**src/verilog/isf_defs.svh**
```systemverilog
`ifndef ISF_DEFS_SVH
`define ISF_DEFS_SVH
// register byte offsets
`define ISF_OFF_STATUS1 8'h00
`define ISF_OFF_CTRL    8'h04
`define ISF_OFF_BUF     8'h08
`define ISF_OFF_STATUS2 8'h0C
`define ISF_OFF_IRQ_ST  8'h10
`define ISF_OFF_IRQ_EN  8'h14
`define ISF_OFF_IRQ_CLR 8'h18
// control bits
`define ISF_CTRL_ON   0
`define ISF_CTRL_IRQE 1
`define ISF_CTRL_ACKE 2
// sticky event bits
`define ISF_IRQ_BTF  0
`define ISF_IRQ_OWN_ADDR_MATCH 1
`define ISF_IRQ_SB   2
`define ISF_IRQ_ERR  3
`define ISF_IRQ_HDR  4
// reset values
`define ISF_RST_CTRL   3'h0
`define ISF_RST_BYTE   8'h00
`define ISF_RST_IRQ    5'h00
`define ISF_RST_STATUS 8'h00
`endif

```
**src/verilog/isf_pkg.sv**
```systemverilog
`default_nettype none
package isf_pkg;
    typedef logic [7:0] isf_byte_type;
    typedef logic [4:0] isf_irq_type;
    typedef logic [2:0] isf_ctrl_type;
endpackage
`default_nettype wire

```
**src/verilog/isf_status_flags.sv**
```systemverilog
// Decided for this implementation: the placing of the registers and the APB slave port.
`include "isf_defs.svh"
`default_nettype none
// Function
// RULE_01 - event_pending rises on any flag event or a successful master address byte
// RULE_02 - error part of event_pending clears on a status_two read; others follow their flag
// RULE_03 - interface off holds event_pending, header_sent, direction, byte_done, match clear
// RULE_04 - status_one is 8-bit read-only, resets to zero, event_pending at bit 7
// RULE_05 - header_sent rises once a 10-bit master header byte has gone out
// RULE_06 - header_sent clears on status_two read then write of second address byte
// RULE_07 - sent_not_received tells direction of finished byte, clears with byte_done
// RULE_08 - sent_not_received also clears on stop seen or arbitration lost
// RULE_09 - busy sets on bus start, clears on bus stop or bus error
// RULE_10 - busy is frozen while interface off; software checks idle before enabling
// RULE_11 - byte_done sets on a good byte, raising interrupt when enabled
// RULE_12 - transmit byte_done after acknowledge pulse; address byte only after address done
// RULE_13 - receive byte_done after acknowledge pulse sent, only with reply pulse enabled
// RULE_14 - byte_done clears on status_one read then matching byte_buffer access
// RULE_15 - bus clock held low while byte_done set
// RULE_16 - own_addr_match sets on own address or general call, interrupting when enabled
// RULE_17 - own_addr_match clears on status_one read; bus clock held low meanwhile
// RULE_18 - status_one read arms; byte_buffer access clears byte_done only when armed
// RULE_19 - interrupt line high while irq_enable and event_pending both set
module isf_status_flags
    import isf_pkg::*;
#(
    parameter int ADDR_W = 8
)
(
    // clock and reset
    input  wire logic              pclk,
    input  wire logic              presetn,
    // apb slave
    input  wire logic              psel,
    input  wire logic              penable,
    input  wire logic              pwrite,
    input  wire logic [ADDR_W-1:0] paddr,
    input  wire logic [31:0]       pwdata,
    input  wire logic [3:0]        pstrb,
    output logic      [31:0]       prdata,
    output logic                   pready,
    output logic                   pslverr,
    // two-wire pins
    input  wire logic              scl_in,
    input  wire logic              sda_in,
    output logic                   scl_out,
    output logic                   scl_oe_n,
    // byte engine events
    input  wire logic              ev_start_sent,
    input  wire logic              ev_header_sent,
    input  wire logic              ev_addr_sent,
    input  wire logic              ev_tx_ack,
    input  wire logic              tx_is_addr,
    input  wire logic              ev_addr_done,
    input  wire logic              ev_rx_ack,
    input  wire logic [7:0]        rx_byte,
    input  wire logic              ev_addr_match,
    input  wire logic              ev_ack_missing,
    input  wire logic              ev_stop_seen,
    input  wire logic              ev_arb_lost,
    input  wire logic              ev_bus_error,
    input  wire logic              role_master,
    // to engine and cpu
    output logic      [7:0]        buf_byte,
    output logic                   irq
);

    generate
        if (ADDR_W < 8)
        begin : g_chk
            $error("isf_status_flags: ADDR_W must be at least 8");
        end
    endgenerate

    isf_ctrl_type ctrl_q;
    isf_byte_type buf_q;
    isf_irq_type  ist_q;
    isf_irq_type  ien_q;
    logic [31:0]  rdata_q;
    logic         ready_q;
    logic         err_resp_q;
    logic         hdr_q, tra_q, busy_q, btf_q, own_addr_match_q, role_q, sb_q;
    logic         err_q, asent_q, armed_q, hdr_arm_q, addr_wait_q;
    logic         irq_q, scl_oe_n_q;
    logic         scl_m_q, scl_s_q, sda_m_q, sda_s_q, sda_p_q;

    logic         on, irqe, acke, evp;
    logic         setup, acc, hit;
    logic [7:0]   a8;
    logic         rd_s1, rd_s2, buf_rd, buf_wr, ctrl_wr, iclr_wr, ien_wr;
    logic         btf_tx, btf_set, btf_clr, err_set, bus_start, bus_stop;
    isf_byte_type status1;
    isf_irq_type  ist_set;

    assign on     = ctrl_q[`ISF_CTRL_ON];
    assign irqe   = ctrl_q[`ISF_CTRL_IRQE];
    assign acke   = ctrl_q[`ISF_CTRL_ACKE];
    assign a8     = paddr[7:0];
    assign setup  = psel & ~penable;
    assign acc    = psel & penable & ready_q;
    assign hit    = (a8 == `ISF_OFF_STATUS1) | (a8 == `ISF_OFF_CTRL) | (a8 == `ISF_OFF_BUF)
                  | (a8 == `ISF_OFF_STATUS2) | (a8 == `ISF_OFF_IRQ_ST)
                  | (a8 == `ISF_OFF_IRQ_EN) | (a8 == `ISF_OFF_IRQ_CLR);
    assign rd_s1   = acc & ~pwrite & (a8 == `ISF_OFF_STATUS1);
    assign rd_s2   = acc & ~pwrite & (a8 == `ISF_OFF_STATUS2);
    assign buf_rd  = acc & ~pwrite & (a8 == `ISF_OFF_BUF);
    assign buf_wr  = acc & pwrite & pstrb[0] & (a8 == `ISF_OFF_BUF);
    assign ctrl_wr = acc & pwrite & pstrb[0] & (a8 == `ISF_OFF_CTRL);
    assign ien_wr  = acc & pwrite & pstrb[0] & (a8 == `ISF_OFF_IRQ_EN);
    assign iclr_wr = acc & pwrite & pstrb[0] & (a8 == `ISF_OFF_IRQ_CLR);

    // flag events
    assign btf_tx  = (ev_tx_ack & ~tx_is_addr) | (ev_addr_done & addr_wait_q); // [RULE_12]
    assign btf_set = on & (btf_tx | (ev_rx_ack & acke)); // [RULE_11] [RULE_13]
    assign btf_clr = armed_q & (tra_q ? buf_wr : buf_rd); // [RULE_14] [RULE_18]
    assign err_set = on & (ev_ack_missing | ev_stop_seen | ev_arb_lost | ev_bus_error);
    assign evp     = btf_q | own_addr_match_q | sb_q | err_q | hdr_q | asent_q; // [RULE_01]
    assign status1 = {evp, hdr_q, tra_q, busy_q, btf_q, own_addr_match_q, role_q, sb_q}; // [RULE_04]

    // bus start and stop, seen on synchronised pins
    assign bus_start = scl_s_q & sda_p_q & ~sda_s_q;
    assign bus_stop  = scl_s_q & ~sda_p_q & sda_s_q;

    always_ff @(posedge pclk or negedge presetn)
    begin
        if (!presetn)
        begin
            scl_m_q <= 1'b1;
            scl_s_q <= 1'b1;
            sda_m_q <= 1'b1;
            sda_s_q <= 1'b1;
            sda_p_q <= 1'b1;
        end
        else
        begin
            scl_m_q <= scl_in;
            scl_s_q <= scl_m_q;
            sda_m_q <= sda_in;
            sda_s_q <= sda_m_q;
            sda_p_q <= sda_s_q;
        end
    end

    // apb answer: no wait state, data captured in setup
    always_ff @(posedge pclk or negedge presetn)
    begin
        if (!presetn)
        begin
            ready_q    <= 1'b0;
            err_resp_q <= 1'b0;
            rdata_q    <= 32'h0000_0000;
        end
        else
        begin
            ready_q    <= setup & ~ready_q;
            err_resp_q <= setup & ~ready_q & ~hit;
            if (setup & ~pwrite)
            begin
                unique case (a8)
                    `ISF_OFF_STATUS1: rdata_q <= {24'h00_0000, status1};
                    `ISF_OFF_CTRL:    rdata_q <= {29'h0000_0000, ctrl_q};
                    `ISF_OFF_BUF:     rdata_q <= {24'h00_0000, buf_q};
                    `ISF_OFF_STATUS2: rdata_q <= {31'h0000_0000, err_q};
                    `ISF_OFF_IRQ_ST:  rdata_q <= {27'h000_0000, ist_q};
                    `ISF_OFF_IRQ_EN:  rdata_q <= {27'h000_0000, ien_q};
                    default:          rdata_q <= 32'h0000_0000;
                endcase
            end
        end
    end

    always_ff @(posedge pclk or negedge presetn)
    begin
        if (!presetn)
        begin
            ctrl_q <= `ISF_RST_CTRL;
            ien_q  <= `ISF_RST_IRQ;
        end
        else
        begin
            if (ctrl_wr)
                ctrl_q <= pwdata[2:0];
            if (ien_wr)
                ien_q <= pwdata[4:0];
        end
    end

    // byte buffer: written by software, loaded on each received byte while on; a software write in that cycle wins
    always_ff @(posedge pclk or negedge presetn)
    begin
        if (!presetn)
            buf_q <= `ISF_RST_BYTE;
        else if (buf_wr)
            buf_q <= pwdata[7:0];
        else if (on & ev_rx_ack)
            buf_q <= rx_byte;
    end

    // clearing sequence arms
    always_ff @(posedge pclk or negedge presetn)
    begin
        if (!presetn)
        begin
            armed_q   <= 1'b0;
            hdr_arm_q <= 1'b0;
        end
        else
        begin
            if (rd_s1)
                armed_q <= 1'b1; // [RULE_18]
            else if (buf_rd | buf_wr)
                armed_q <= 1'b0; // [RULE_18]
            if (!on)
                hdr_arm_q <= 1'b0;
            else if (rd_s2)
                hdr_arm_q <= 1'b1; // [RULE_06]
            else if (buf_wr)
                hdr_arm_q <= 1'b0;
        end
    end

    always_ff @(posedge pclk or negedge presetn)
    begin
        if (!presetn)
            addr_wait_q <= 1'b0;
        else if (!on | ev_addr_done)
            addr_wait_q <= 1'b0;
        else if (ev_tx_ack & tx_is_addr)
            addr_wait_q <= 1'b1; // [RULE_12]
    end

    // byte done and direction
    always_ff @(posedge pclk or negedge presetn)
    begin
        if (!presetn)
        begin
            btf_q <= 1'b0;
            tra_q <= 1'b0;
        end
        else if (!on)
        begin
            btf_q <= 1'b0; // [RULE_03]
            tra_q <= 1'b0; // [RULE_03]
        end
        else if (btf_set)
        begin
            btf_q <= 1'b1; // [RULE_11]
            tra_q <= btf_tx; // [RULE_07]
        end
        else
        begin
            if (btf_clr)
                btf_q <= 1'b0; // [RULE_14]
            if (btf_clr | ev_stop_seen | ev_arb_lost)
                tra_q <= 1'b0; // [RULE_07] [RULE_08]
        end
    end

    // address match, start sent, header sent, errors, address sent
    always_ff @(posedge pclk or negedge presetn)
    begin
        if (!presetn)
        begin
            own_addr_match_q  <= 1'b0;
            sb_q    <= 1'b0;
            hdr_q   <= 1'b0;
            err_q   <= 1'b0;
            asent_q <= 1'b0;
        end
        else if (!on)
        begin
            own_addr_match_q  <= 1'b0; // [RULE_03]
            sb_q    <= 1'b0;
            hdr_q   <= 1'b0; // [RULE_03]
            err_q   <= 1'b0;
            asent_q <= 1'b0;
        end
        else
        begin
            if (ev_addr_match)
                own_addr_match_q <= 1'b1; // [RULE_16]
            else if (rd_s1)
                own_addr_match_q <= 1'b0; // [RULE_17]
            if (ev_start_sent)
                sb_q <= 1'b1;
            else if (armed_q & buf_wr)
                sb_q <= 1'b0;
            if (ev_header_sent)
                hdr_q <= 1'b1; // [RULE_05]
            else if (hdr_arm_q & buf_wr)
                hdr_q <= 1'b0; // [RULE_06]
            if (err_set)
                err_q <= 1'b1; // [RULE_01]
            else if (rd_s2)
                err_q <= 1'b0; // [RULE_02]
            if (ev_addr_sent)
                asent_q <= 1'b1; // [RULE_01]
            else if (rd_s1)
                asent_q <= 1'b0;
        end
    end

    // busy and role
    always_ff @(posedge pclk or negedge presetn)
    begin
        if (!presetn)
        begin
            busy_q <= 1'b0;
            role_q <= 1'b0;
        end
        else
        begin
            role_q <= on & role_master;
            if (on)
            begin
                if (bus_start)
                    busy_q <= 1'b1; // [RULE_09] [RULE_10]
                else if (bus_stop | ev_bus_error)
                    busy_q <= 1'b0; // [RULE_09]
            end
        end
    end

    // sticky interrupt status, set wins over clear
    assign ist_set = {on & ev_header_sent, err_set, on & ev_start_sent,
                      on & ev_addr_match, btf_set};

    always_ff @(posedge pclk or negedge presetn)
    begin
        if (!presetn)
            ist_q <= `ISF_RST_IRQ;
        else
            ist_q <= (ist_q & ~(iclr_wr ? pwdata[4:0] : 5'h00)) | ist_set;
    end

    always_ff @(posedge pclk or negedge presetn)
    begin
        if (!presetn)
        begin
            irq_q      <= 1'b0;
            scl_oe_n_q <= 1'b1;
        end
        else
        begin
            irq_q      <= (irqe & evp) | (|(ist_q & ien_q)); // [RULE_19] [RULE_11] [RULE_16]
            scl_oe_n_q <= ~(btf_q | own_addr_match_q); // [RULE_15] [RULE_17]
        end
    end

    assign prdata   = rdata_q;
    assign pready   = ready_q;
    assign pslverr  = err_resp_q;
    assign scl_out  = 1'b0;
    assign scl_oe_n = scl_oe_n_q;
    assign buf_byte = buf_q;
    assign irq      = irq_q;
endmodule
`default_nettype wire

```
**config.mk**
```make
export PLATFORM = sky130hd
export DESIGN_NAME = isf_status_flags
export DESIGN_NICKNAME = d
export VERILOG_FILES = /design/src/verilog/isf_pkg.sv /design/src/verilog/isf_status_flags.sv
export VERILOG_INCLUDE_DIRS = /design/src /design/src/verilog
export SDC_FILE = /design/constraint.sdc
export NUM_CORES = 1
export LEC_CHECK = 0
export BUFFER_PORTS_ARGS = -buffer_cell sky130_fd_sc_hd__buf_2
export CORE_MARGIN = 8
export CORE_UTILIZATION = 51
export CTS_CLUSTER_SIZE = 25
export DETAILED_ROUTE_END_ITERATION = 10
export PLACE_DENSITY = 0.86
export SYNTH_ARGS = -nofsm -noshare
export SYNTH_HDL_FRONTEND = slang
export SYNTH_SLANG_ARGS = --single-unit
```
**constraint.sdc**
```tcl
create_clock -name pclk -period 4.4 [get_ports pclk]
set_input_delay 0.66 -clock pclk [delete_from_list [all_inputs] [get_ports pclk]]
set_output_delay 0.66 -clock pclk [all_outputs]
set_load 0.02 [all_outputs]
```
==> flow_metrics.tcl <==
set metrics [dict create \
    status "finished, final reports clean" \
    rr_worst_depth 3 \
    crit_chain "buf_2 > nor4b_4 > and4bb_1 > o21ai_0" \
    track_usage_pct 17.42 \
    worstPathMaxFanout 19 \
    htree_levels 2 \
    seq_area_mm2 0.001259 \
    fin_skew_ns 0.008090 \
    insertion_delay_ns 0.31 \
    drv.max_cap_violation_count 0 \
    slew-limit-headroom_pct 28.28 \
    finalCriticalPeriod_ns 2.078 \
    grt_pass1_vias 2090 \
    cts_buffer_depth 2 \
    core_area_mm2 0.005010 \
    hold_class "register to register" \
    finalSetupViolCount 0 \
    first_pass_iters 4 \
    clk_pin_slew_worst_paths_ns 0.09 \
    cts.sinks 50 \
    drtIter0Drc 118 \
    hp-start "scl_m_q" \
    cts_made_buffers 5 \
    final_area_mm2 0.003002 \
    required_ns 4.55 \
    placed_area_mm2 0.002859 \
    path_class "primary input to register" \
    hold_depth 0 \
    final_nets 379 \
    dieArea_mm2 0.007648 \
    die_x_um 87.45 \
    hold_viol 0 \
    leakage_nw 1.519 \
    vias 2033 \
    cts_tree "done" \
    final_util_pct 59.92 \
    ioPinCount 117 \
    grt_pass1_wl_um 10290 \
    end_kind "register" \
    synth_seq_area_share_pct 48.34 \
    area_delta_synth_final_pct 15.28 \
    drcViolationCount 0 \
    grt-ovfl-total 0 \
    wl_per_cell_um 16.92 \
    grt_max_degree 51 \
    post-route-period-util_pct 47.22 \
    holdPathEnd "scl_s_q" \
    netlist_area_mm2 0.002604 \
    startpoint_type "primary input" \
    cts_resized 0 \
    yosysWarnings 0 \
    initial_core_util_pct 51.97 \
    finalSetupTns_ns 0 \
    synth_cell_types 47 \
    layout_commonest_cell "buf_2" \
    power_density_mw_per_mm2 321.7 \
    n_antenna_cell 0 \
    die_h_um 87.45 \
    holdBufCountCts 0 \
    row_count 26 \
    clock.fmax_mhz 481.3 \
    peakVddDrop_mv 0.2235 \
    critical-path-max-stage-delay_ns 0.72 \
    synth-seq-cells 50 \
    crit_path_top_delay_cell "and4bb_1" \
    final_cell_mix "buf_2, dfrtp_1, nand2_1, conb_1, o21ai_0" \
    hpwl_um 4975 \
    syn_inst 246 \
    synthFlopType "dfrtp_1" \
    post_cts_buffers 0 \
    wirelength_um 6397 \
    viasPerCell 5.378 \
    cp.arrival_ns 2.23 \
    rr_endpoint "buf_byte[1]" \
    async_flop_share_pct 100.0 \
    cts-root-buf "clkbuf_8" \
    r2r_start "pready" \
    slew_violations 0 \
    fill_cells 460 \
    multi_input_area_mm2 0.001159 \
    tightest_slew_ns 1.076 \
    gp_congestion 0.8457 \
    port_buffers 64 \
    rsz0062_at_grt "false" \
    avgSynthCellArea_um2 10.58 \
    synth_edf_count 0 \
    antenna_found_initial 0 \
    drive_above_1_share_pct 30.84 \
    antenna_left 0 \
    rrSetupSlack_ns 2.50 \
]
[worst max-delay path, delay by kind of cell]
family          cells  cell delay, ns
compound gates      1            0.22
buf+inv             1            0.19
simple gates        2            1.14
[flip-flops by register name, summed over array words and instances (netlist names), 3 cells and up]
signal and flops:
ctrl_q 3, prdata 8, ien_q 5, ist_q 5
buf_byte 8
[layer usage]
metal / GRT usage [%] / wire (um) / up-vias
li1: - / - / 963
met1: 22.94 / 2712 / 983
met2: 27.27 / 3090 / 78
met3: 4.434 / 515 / 9
met4: 5.156 / 79 / 0
met5: 0 / 0 / -
[power by group]
group	leakage [nW]	internal (mW)	switching, mW	total [mW]
Sequential	0.667	0.471	0.00735	0.478
Combinational	0.781	0.0299	0.0659	0.0957
Clock	0.0714	0.242	0.150	0.392
[cell families (layout without fill, tap and decap cells)]
group | Yosys count | after routing | share of synthesized area (%)
AND/OR/NAND/NOR | 68 | 68 | 14.99
buffers and inverters | 43 | 81 | 10.62
multiplexers | 23 | 23 | 9.707
flip-flops | 50 | 50 | 48.34
AO/OA/AOI/OAI | 61 | 61 | 16.19
other | 1 | 25 | 0.1440
[worst max-delay path by stage]
stage	start	end	slack (ns)
after floorplan	paddr[3]	ien_q[0]	2.50
after global placement	paddr[4]	buf_byte[7]	2.05
after detailed placement	paddr[2]	buf_byte[6]	2.03
after CTS	paddr[2]	buf_byte[1]	2.33
after global routing	paddr[4]	buf_byte[1]	2.19
final	paddr[2]	buf_byte[1]	2.32
[stage by stage]
| stage | cells | setup slack (ns) | total power, mW | hold WS [ns] |
|---|---|---|---|---|
| final | 378 | 2.322 | 0.9657 | 0.3576 |
| after global routing | 378 | 2.185 | 1.008 | 0.3614 |
| after global placement | 370 | 2.051 | 0.5793 | 0.3459 |
| after CTS | 378 | 2.327 | 0.9720 | 0.3640 |
| after floorplan | 270 | 2.498 | 0.5545 | 0.3452 |
| after detailed placement | 370 | 2.033 | 0.5822 | 0.3558 |
[cell usage after synthesis (2+ instances only)]
library cell  count  area, um2
dfstp_2           6      157.7
nor4_4            2      42.54
o2bb2ai_1         4      35.03
inv_1             9      33.78
nor3b_1           2      15.01
nor2_1            7      26.28
mux2_2            8      90.09
mux2i_1          14      140.1
nand2_1          33      123.9
dfrtp_1          44       1101
a22o_1            8      70.07
a32oi_1           2      17.52
buf_2             2      10.01
buf_4            28      210.2
nor4_1            2      12.51
o21ai_0          16      80.08
a22oi_1           7      52.55
clkbuf_1          3      11.26
a21oi_1           3      15.01
nor3_1            3      15.01
o31ai_1           4      30.03
a31oi_1           6      37.54
nand3_1           6      30.03
o22ai_1           4      25.02
[final cells by class]
class                   count  area share, %
flip-flops and latches     50          41.93
well taps                  70          2.918
clock buffers               6          2.751
repair buffers             64          10.67
inverters                   9          1.125
multi-input cells         177          38.60
clock inverters             2          2.001
Power figures use the tool's default switching activity.
